[src/hw/rit_pkg.sv]
package rit_pkg;

  // Channel counts and widths.
  localparam int NCH     = 11;
  localparam int NG1     = 5;
  localparam int NG2     = 6;
  localparam int CW      = 16;
  localparam int G2_SRC  = 7;
  localparam int PRESC_W = 8;

  // Per-channel control field positions.
  localparam int CTL_W    = 7;
  localparam int CTL_MODE = 0;
  localparam int CTL_DOWN = 3;
  localparam int CTL_TSEL = 4;
  localparam int CTL_TEN  = 6;
  localparam int CTL_RLD  = 16;

  // Count limits and reset values.
  localparam logic [15:0] PWM_MAX   = 16'hFFFE;
  localparam logic [15:0] CNT_MAX   = 16'hFFFF;
  localparam logic [6:0]  CTRL_RST  = 7'h00;
  localparam logic [10:0] MASK_RST  = 11'h000;
  localparam logic [7:0]  PRESC_RST = 8'h00;

  // Register byte offsets.
  localparam logic [7:0] OFS_START  = 8'h00;
  localparam logic [7:0] OFS_OSTRIG = 8'h04;
  localparam logic [7:0] OFS_STATUS = 8'h08;
  localparam logic [7:0] OFS_MASK   = 8'h0C;
  localparam logic [7:0] OFS_PRESC  = 8'h10;
  localparam logic [7:0] OFS_CH     = 8'h40;
  localparam logic [7:0] OFS_CH_END = 8'h98;

  // Operating modes of one channel.
  typedef enum logic [2:0] {
    M_INTERVAL = 3'b000,
    M_PWM      = 3'b001,
    M_EVENT    = 3'b010,
    M_ONESHOT  = 3'b011,
    M_PERIOD   = 3'b100,
    M_WIDTH    = 3'b101
  } rit_mode_e;

  // Start trigger sources of a first-group channel.
  typedef enum logic [1:0] {
    TSEL_PIN  = 2'b00,
    TSEL_G2   = 2'b01,
    TSEL_PREV = 2'b10,
    TSEL_NEXT = 2'b11
  } rit_tsel_e;

endpackage

[src/hw/rit_chan_if.sv]
interface rit_chan_if;
  logic        tick;
  logic        run;
  logic        wr;
  logic        trig;
  logic        pin;
  logic [15:0] wdata;
  logic [6:0]  ctrl;
  logic [15:0] cnt;
  logic [15:0] rld;
  logic        out;
  logic        ev_uf;
  logic        ev_ov;
  logic        ev_edge;
  logic        ev_pwm;

  // Register file side.
  modport ctl (output tick, run, wr, trig, pin, wdata, ctrl,
               input cnt, rld, out, ev_uf, ev_ov, ev_edge, ev_pwm);
  // Channel side.
  modport chan (input tick, run, wr, trig, pin, wdata, ctrl,
                output cnt, rld, out, ev_uf, ev_ov, ev_edge, ev_pwm);
endinterface

[src/hw/rit_chan.sv]
module rit_chan (
  // Clock and reset.
  input wire logic  clock,
  input wire logic  rst_n,
  // Register file link.
  rit_chan_if.chan  cif
);

  typedef struct packed {
    logic [15:0] cnt;
    logic [15:0] rld;
    logic        out;
    logic        pin_q;
    logic        run_q;
    logic        armed;
    logic        seen;
    logic        uf;
    logic        ov;
    logic        edge_ev;
    logic        pwm;
  } rit_chs_s;

  rit_chs_s           s_r;
  rit_chs_s           s_nxt;
  rit_pkg::rit_mode_e mode;
  logic               rise;
  logic               fall;
  logic               start;
  logic               meas;
  logic               pwm_hi;
  logic [15:0]        wval;
  logic [15:0]        pwm_up;

  // Decode of the mode field and the pin and run edges.
  assign mode   = rit_pkg::rit_mode_e'(cif.ctrl[2:0]);
  assign rise   = cif.pin & ~s_r.pin_q;
  assign fall   = ~cif.pin & s_r.pin_q;
  assign start  = cif.run & ~s_r.run_q;
  assign meas   = (mode == rit_pkg::M_PERIOD) ? rise : (rise | fall);
  assign pwm_up = (s_r.cnt >= rit_pkg::PWM_MAX) ? 16'h0000
                                                : s_r.cnt + 16'h0001;
  assign pwm_hi = pwm_up < s_r.rld;
  // PWM clamps each value written while in that mode inside its shorter range.
  assign wval   = (mode == rit_pkg::M_PWM && cif.wdata > rit_pkg::PWM_MAX)
                  ? rit_pkg::PWM_MAX : cif.wdata;

  // Next state of the counter, reload register and output.
  always_comb begin
    s_nxt         = s_r;
    s_nxt.uf      = 1'b0;
    s_nxt.ov      = 1'b0;
    s_nxt.edge_ev = 1'b0;
    s_nxt.pwm     = 1'b0;
    s_nxt.pin_q   = cif.pin;
    s_nxt.run_q   = cif.run;
    if (start) begin
      s_nxt.seen = 1'b0;
    end
    if (cif.wr) begin
      s_nxt.rld = wval;
      if (!cif.run) begin
        s_nxt.cnt = wval;
      end
    end
    if (!cif.run) begin
      s_nxt.armed = 1'b0;
      s_nxt.out   = 1'b0;
    end else begin
      unique case (mode)
        rit_pkg::M_INTERVAL: begin
          if (cif.tick) begin
            if (s_r.cnt == 16'h0000) begin
              s_nxt.cnt = s_r.rld;
              s_nxt.uf  = 1'b1;
              s_nxt.out = ~s_r.out;
            end else begin
              s_nxt.cnt = s_r.cnt - 16'h0001;
            end
          end
        end
        rit_pkg::M_EVENT: begin
          if (rise && cif.ctrl[rit_pkg::CTL_DOWN]) begin
            if (s_r.cnt == 16'h0000) begin
              s_nxt.cnt = s_r.rld;
              s_nxt.uf  = 1'b1;
            end else begin
              s_nxt.cnt = s_r.cnt - 16'h0001;
            end
          end else if (rise) begin
            if (s_r.cnt == rit_pkg::CNT_MAX) begin
              s_nxt.cnt = s_r.rld;
              s_nxt.ov  = 1'b1;
            end else begin
              s_nxt.cnt = s_r.cnt + 16'h0001;
            end
          end
        end
        rit_pkg::M_ONESHOT: begin
          if (cif.trig && !s_r.armed) begin
            s_nxt.armed = 1'b1;
            s_nxt.cnt   = s_r.rld;
            s_nxt.out   = 1'b1;
          end else if (s_r.armed && cif.tick) begin
            if (s_r.cnt == 16'h0000) begin
              s_nxt.armed = 1'b0;
              s_nxt.out   = 1'b0;
              s_nxt.uf    = 1'b1;
            end else begin
              s_nxt.cnt = s_r.cnt - 16'h0001;
            end
          end
        end
        rit_pkg::M_PWM: begin
          if (cif.tick) begin
            s_nxt.cnt = pwm_up;
            s_nxt.out = pwm_hi;
            s_nxt.pwm = s_r.out & ~pwm_hi;
          end
        end
        rit_pkg::M_PERIOD, rit_pkg::M_WIDTH: begin
          if (meas) begin
            s_nxt.rld     = s_r.cnt;
            s_nxt.cnt     = 16'h0000;
            s_nxt.edge_ev = s_r.seen & ~start;
            s_nxt.seen    = 1'b1;
          end else if (cif.tick) begin
            if (s_r.cnt == rit_pkg::CNT_MAX) begin
              s_nxt.ov  = 1'b1;
              s_nxt.cnt = 16'h0000;
            end else begin
              s_nxt.cnt = s_r.cnt + 16'h0001;
            end
          end
        end
        default: begin
          s_nxt.out = 1'b0;
        end
      endcase
    end
  end

  // State register.
  always_ff @(posedge clock or negedge rst_n) begin
    if (!rst_n) begin
      s_r <= '0;
    end else begin
      s_r <= s_nxt;
    end
  end

  // Outputs towards the register file, all from flip-flops.
  assign cif.cnt     = s_r.cnt;
  assign cif.rld     = s_r.rld;
  assign cif.out     = s_r.out;
  assign cif.ev_uf   = s_r.uf;
  assign cif.ev_ov   = s_r.ov;
  assign cif.ev_edge = s_r.edge_ev;
  assign cif.ev_pwm  = s_r.pwm;

  // Marks a measuring channel that has started and seen no edge yet.
  logic mmode;
  logic first_r;
  assign mmode = mode == rit_pkg::M_PERIOD || mode == rit_pkg::M_WIDTH;
  always_ff @(posedge clock or negedge rst_n) begin
    if (!rst_n) begin
      first_r <= 1'b0;
    end else if (cif.run && mmode && meas) begin
      first_r <= 1'b0;
    end else if (start) begin
      first_r <= 1'b1;
    end
  end
endmodule // rit_chan

[src/hw/rit_top.sv]
// Implementation choices: the Avalon-MM register port and the address map.
module rit_top (
  // Clock and reset.
  input  wire logic        clock,
  input  wire logic        rst_n,
  // Avalon-MM slave, byte addressed.
  input  wire logic [7:0]  avs_address,
  input  wire logic        avs_read,
  input  wire logic        avs_write,
  input  wire logic [31:0] avs_writedata,
  output logic      [31:0] avs_readdata,
  output logic             avs_waitrequest,
  // Timer pins.
  input  wire logic [4:0]  trigger_input_pin,
  input  wire logic [5:0]  measure_pin,
  output logic      [10:0] timer_out,
  // Interrupt.
  output logic             irq
);

  typedef struct packed {
    logic                           ack;
    logic [31:0]                    rdata;
    logic [10:0]                    run;
    logic [4:0]                     ostrig;
    logic [10:0]                    status;
    logic [10:0]                    mask;
    logic [7:0]                     presc;
    logic [7:0]                     pdiv;
    logic                           tick;
    logic [4:0]                     pin_q;
    logic [rit_pkg::NCH-1:0][6:0]   ctrl;
  } rit_top_s;

  rit_top_s                  s_r;
  rit_top_s                  s_nxt;
  rit_chan_if                cif [rit_pkg::NCH] ();
  wire logic [15:0]          cnt_a [rit_pkg::NCH];
  wire logic [15:0]          rld_a [rit_pkg::NCH];
  wire logic [10:0]          ev_all;
  wire logic [10:0]          uo;
  wire logic [10:0]          trig_all;
  wire logic [10:0]          pin_all;
  logic [4:0]                pin_rise;
  logic [7:0]                ch_off;
  logic [3:0]                ch_idx;
  logic                      ch_hit;
  logic                      ch_ctl;
  logic                      wr_go;
  logic                      rd_go;
  logic [10:0]               ch_wr;
  logic [10:0]               clr;
  logic [31:0]               rd;

  // Bus decode: each access takes one wait cycle.
  assign avs_waitrequest = (avs_read | avs_write) & ~s_r.ack;
  assign wr_go  = avs_write & s_r.ack;
  assign rd_go  = avs_read & ~s_r.ack;
  assign ch_off = avs_address - rit_pkg::OFS_CH;
  assign ch_idx = ch_off[6:3];
  assign ch_ctl = ch_off[2];
  assign ch_hit = avs_address >= rit_pkg::OFS_CH
                  && avs_address < rit_pkg::OFS_CH_END
                  && avs_address[1:0] == 2'h0;
  assign ch_wr  = (wr_go && ch_hit && !ch_ctl) ? (11'h001 << ch_idx)
                                               : 11'h000;
  assign clr    = (wr_go && avs_address == rit_pkg::OFS_STATUS)
                  ? avs_writedata[10:0] : 11'h000;

  // Both groups' pins form one vector, first group low.
  assign pin_all  = {measure_pin, trigger_input_pin};
  assign pin_rise = trigger_input_pin & ~s_r.pin_q;

  // Channel instances and their connections.
  for (genvar i = 0; i < rit_pkg::NCH; i++) begin : g_ch
    rit_chan u_chan (
      .clock (clock),
      .rst_n (rst_n),
      .cif   (cif[i])
    );
    assign cif[i].tick  = s_r.tick;
    assign cif[i].run   = s_r.run[i];
    assign cif[i].wr    = ch_wr[i];
    assign cif[i].wdata = avs_writedata[15:0];
    assign cif[i].ctrl  = s_r.ctrl[i];
    assign cif[i].pin   = pin_all[i];
    assign cif[i].trig  = trig_all[i];
    assign cnt_a[i]     = cif[i].cnt;
    assign rld_a[i]     = cif[i].rld;
    assign timer_out[i] = cif[i].out;
    assign uo[i]        = cif[i].ev_uf | cif[i].ev_ov;
    assign ev_all[i]    = uo[i] | cif[i].ev_edge | cif[i].ev_pwm;
  end

  // Start trigger selection for the first group.
  for (genvar i = 0; i < rit_pkg::NG1; i++) begin : g_trig
    localparam int PRV = (i + rit_pkg::NG1 - 1) % rit_pkg::NG1;
    localparam int NXT = (i + 1) % rit_pkg::NG1;
    rit_pkg::rit_tsel_e tsel;
    logic               hw;
    assign tsel = rit_pkg::rit_tsel_e'(s_r.ctrl[i][rit_pkg::CTL_TSEL +: 2]);
    assign hw   = (tsel == rit_pkg::TSEL_PIN)  ? pin_rise[i]
                : (tsel == rit_pkg::TSEL_G2)   ? uo[rit_pkg::G2_SRC]
                : (tsel == rit_pkg::TSEL_PREV) ? uo[PRV]
                :                                uo[NXT];
    assign trig_all[i] = s_r.ostrig[i]
                         | (s_r.ctrl[i][rit_pkg::CTL_TEN] & hw);
  end
  assign trig_all[10:5] = 6'h00;

  // Read multiplexer.
  always_comb begin
    rd = 32'h0000_0000;
    if (ch_hit && ch_ctl) begin
      rd = {rld_a[ch_idx], 9'h000, s_r.ctrl[ch_idx]};
    end else if (ch_hit) begin
      rd = {16'h0000, cnt_a[ch_idx]};
    end else begin
      case (avs_address)
        rit_pkg::OFS_START:  rd = {21'h000000, s_r.run};
        rit_pkg::OFS_STATUS: rd = {21'h000000, s_r.status};
        rit_pkg::OFS_MASK:   rd = {21'h000000, s_r.mask};
        rit_pkg::OFS_PRESC:  rd = {24'h000000, s_r.presc};
        default:             rd = 32'h0000_0000;
      endcase
    end
  end

  // Next state of the bus slave, registers and count source.
  always_comb begin
    s_nxt        = s_r;
    s_nxt.ack    = (avs_read | avs_write) & ~s_r.ack;
    s_nxt.ostrig = 5'h00;
    s_nxt.pin_q  = trigger_input_pin;
    if (rd_go) begin
      s_nxt.rdata = rd;
    end
    if (s_r.pdiv >= s_r.presc) begin
      s_nxt.pdiv = 8'h00;
      s_nxt.tick = 1'b1;
    end else begin
      s_nxt.pdiv = s_r.pdiv + 8'h01;
      s_nxt.tick = 1'b0;
    end
    // A new event wins over a clear in the same cycle.
    s_nxt.status = (s_r.status & ~clr) | ev_all;
    if (wr_go) begin
      if (ch_hit && ch_ctl) begin
        s_nxt.ctrl[ch_idx] = avs_writedata[6:0];
      end
      case (avs_address)
        rit_pkg::OFS_START:  s_nxt.run    = avs_writedata[10:0];
        rit_pkg::OFS_OSTRIG: s_nxt.ostrig = avs_writedata[4:0];
        rit_pkg::OFS_MASK:   s_nxt.mask   = avs_writedata[10:0];
        rit_pkg::OFS_PRESC:  s_nxt.presc  = avs_writedata[7:0];
        default:             s_nxt.presc  = s_r.presc;
      endcase
    end
  end

  // State register.
  always_ff @(posedge clock or negedge rst_n) begin
    if (!rst_n) begin
      s_r <= '0;
    end else begin
      s_r <= s_nxt;
    end
  end

  // Outputs from registers.
  assign avs_readdata = s_r.rdata;
  assign irq          = |(s_r.status & s_r.mask);
endmodule // rit_top

[config.mk]
export PLATFORM = sky130hd
export DESIGN_NAME = rit_top
export DESIGN_NICKNAME = d
export VERILOG_FILES = /design/src/hw/rit_pkg.sv /design/src/hw/rit_chan_if.sv /design/src/hw/rit_chan.sv /design/src/hw/rit_top.sv
export SDC_FILE = /design/constraint.sdc
export NUM_CORES = 2
export LEC_CHECK = 0
export BUFFER_PORTS_ARGS = -buffer_cell sky130_fd_sc_hd__buf_2
export CORE_MARGIN = 2
export CORE_UTILIZATION = 25
export CTS_CLUSTER_SIZE = 40
export DETAILED_ROUTE_END_ITERATION = 8
export SKIP_CTS_REPAIR_TIMING = 1
export SLEW_MARGIN = 25
export SYNTH_ARGS = -nofsm -noshare
export SYNTH_HDL_FRONTEND = slang
export SYNTH_SLANG_ARGS = --single-unit
[constraint.sdc]
create_clock -name clock -period 3.9 [get_ports clock]
set_input_delay 0.78 -clock clock [delete_from_list [all_inputs] [get_ports clock]]
set_output_delay 0.78 -clock clock [all_outputs]
set_load 0.01 [all_outputs]
==> qor.yml <==
run_status:
  outcome: "completed"
detailed_routing:
  drc_errors: 0
  drt-total-wl_um: 312200
  avgViaCountPerCell: 6.004
  ant_nets: 0
  drtIter0Drc: 8990
  firstDrtPassIters: 7
  via_count: 63910
  wl_per_cell_um: 29.33
yosys:
  syn-num-nets: 7654
  syn_area_per_cell_um2: 7.823
  synth-edff-count: 0
  yosys.cell_types.count: 96
  yosysTopAreaCell: "dfrtp_1"
  synth_most_common_cell: "nand2_1"
  synthFlopType: "dfrtp_1"
  synthArstFlopShare: 1.000
  synth_warnings: 0
  synthTopCellsByCount: "744 x nand2_1, 674 x o21ai_0, 658 x nor2_1"
  yosys_register_bits: 610
  synth_top_area_frac: 0.2644
  yosysSeqAreaShare: 0.2644
  synth_cells: 7381
  synth_area_leaders: "dfrtp_1 26%, mux2i_1 6.4%, o21ai_0 5.8%"
  syn-cell-area_um2: 57740
worst_hold_path:
  holdPathStages: 1
  hold_class: "input port to flop"
  min_to: "s_r[78]"
  hold_start: "trigger_input_pin[1]"
global_route:
  grt-ovfl-total: 0
  grt_pass1_vias: 60630
  grt_pass1_wl_um: 445300
  grt_max_degree: 97
  track_usage: 0.2551
  antenna_found_initial: 23
floorplanning:
  floorplan.initialDensity: 0.2512
  die_h_um: 484.6
  die-width_um: 484.6
  row_count: 176
  die-area_um2: 234800
  core_um2: 229900
  io_pins: 100
worst_setup_path:
  reg2reg_to: "g_ch[8].u_chan.cif.out"
  critPathLaunchType: "flop"
  rr_worst_depth: 16
  crit_path_end_kind: "flop"
  reg2reg_slack_ps: 220
  cp_max_fo: 10
  arrival_ps: 4310
  r2r_start: "g_ch[8].u_chan.cif.cnt[0]"
  worstPathRequired_ps: 4530
  crit_type: "flop to flop"
finish:
  fin_cells: 10650
  layout-drive-gt1-share: 0.1668
  finalNetCount: 7821
  nFillCells: 24790
  fin_util: 0.2938
  area.growth.synth_to_final_pct: 16.98
placement:
  place_hpwl_um: 233700
  dp.cells: 10490
  place_congestion: 1.054
  dp_slack_ps: -95.30
  port_buffers: 83
timing:
  relSlewSlack: 0.2758
  rsz0062_at_grt: "false"
  period_share: 0.9448
  postLayoutSetupSlackWorst_ps: 215.5
  whs_ps: 159.0
  fin_skew_ps: 52.44
  finalMaxSlewViolations: 0
  timing.fmax_mhz: 271.4
  finalSetupViolations: 0
  hold_viol_final: 0
  tightest_slew_ps: 1078
  period_minus_slack_ps: 3685
clock_tree:
  cts.sinks: 610
  numCtsBuffers: 81
  clock_latency_ps: 740
  clockBufferDepth: 3
  root_buffer: "clkbuf_16"
  clkTransAtPathRegs_ps: 70
  tritoncts: "built"
  htree_num_levels: 3
pwr:
  power.leakage_nw: 28.19
  power.density_nw_per_um2: 420.6
  finalPower_w: 0.02841
  peakVddDrop_uv: 323.7
job:
  cap_violations: 0
==> metal layers <==
metal | share of wire | track usage
met1 | 0.38 | 0.3202
met2 | 0.43 | 0.3885
met3 | 0.11 | 0.06684
met4 | 0.074 | 0.1585
met5 | 0.00080 | 0
==> state kept, by name, summed over array words and instances (netlist names) <==
register,cells
g_ch.u_chan.cif.out,11
avs_readdata,32
g_ch.u_chan.cif.cnt,176
cif.tick,1
g_ch.u_chan.cif.ev_ov,11
s_r,49
cif.run,11
g_ch.u_chan.cif.ev_pwm,11
g_ch.u_chan.cif.ev_edge,11
cif.ctrl,77
g_ch.u_chan.cif.rld,176
g_ch.u_chan.cif.ev_uf,11
g_ch.u_chan.s_r,33
==> cell families after synthesis <==
family,Yosys count,synth area share
flops,610,0.2644
fa+ha+maj,218,0.04724
xor+xnor,265,0.04020
simple gates,2463,0.2030
compound gates,2240,0.2515
mux,605,0.1259
buf+inv,980,0.06778
==> per-stage QoR <==
stage	cell area, um^2	setup TNS [ps]
global route	67530	0
detailed placement	64570	-102.0
finish	67550	0
global placement	64560	-155.9
floorplan	57740	0
CTS	67500	-136.6
==> report_power, final <==
group / switching [W] / leakage [nW] / internal [W]
Combinational: 0.00766 / 18.9 / 0.00442
Clock: 0.00351 / 1.42 / 0.00505
Sequential: 0.000863 / 7.87 / 0.00691
Total: 0.0120 / 28.2 / 0.0164
==> cell type report <==
cell class,instances,area [um^2],share of cell area
repair buffers,759,5690,0.08424
multi-input cells,5791,38710,0.5731
well taps,3026,3786,0.05605
clock inverters,44,673.1,0.009966
flip-flops and latches,610,15270,0.2261
clock buffers,104,2257,0.03342
inverters,305,1146,0.01697
diodes,6,15.01,0.0002223
==> critical path, stage by stage (launching register included) <==
cell and delay (ps):
dfrtp_1 480, inv_1 160, ha_1 170, nor2_1 50
nor3_1 330, and2_2 300, buf_4 210, nor2_1 70
ha_1 310, a21o_1 160, a21oi_1 180, a211oi_1 100
and3_1 200, a2111oi_2 500, buf_4 200, a31oi_1 80
nor2_1 130
==> worst max-delay path by stage <==
stage / from / endpoint / slack (ps) / depth (start not counted)
after floorplan: g_ch[8].u_chan.cif.cnt[10] / g_ch[8].u_chan.cif.out / 240 / 16
after global placement: g_ch[8].u_chan.cif.cnt[0] / g_ch[8].u_chan.cif.out / -130 / 16
after detailed placement: g_ch[8].u_chan.cif.cnt[0] / g_ch[8].u_chan.cif.out / -100 / 16
after CTS: g_ch[8].u_chan.cif.cnt[0] / g_ch[8].u_chan.cif.out / -120 / 16
after global routing: g_ch[5].u_chan.cif.cnt[0] / g_ch[5].u_chan.cif.out / 30 / 14
final: g_ch[8].u_chan.cif.cnt[0] / g_ch[8].u_chan.cif.out / 220 / 16
==> placed cells by master, fill, tap and decap left out, drive strengths merged, types with 66 or more instances in the layout <==
| master | netlist | final |
|---|---|---|
| a211oi | 105 | 105 |
| a21o | 84 | 84 |
| a21oi | 464 | 464 |
| a22oi | 69 | 69 |
| and2 | 76 | 76 |
| buf | 137 | 758 |
| clkbuf | 538 | 104 |
| dfrtp | 610 | 610 |
| ha | 218 | 218 |
| inv | 303 | 307 |
| mux2 | 157 | 157 |
| mux2i | 367 | 367 |
| mux4 | 81 | 81 |
| nand2 | 744 | 744 |
| nand3 | 178 | 178 |
| nand4 | 93 | 93 |
| nor2 | 667 | 667 |
| nor2b | 66 | 66 |
| nor3 | 229 | 229 |
| nor4 | 92 | 92 |
| o211ai | 111 | 111 |
| o21ai | 684 | 684 |
| o221ai | 85 | 85 |
| o22ai | 86 | 86 |
| or3 | 66 | 66 |
| xnor2 | 138 | 138 |
| xor2 | 127 | 127 |
No activity file was read; power rests on OpenSTA's default activity.
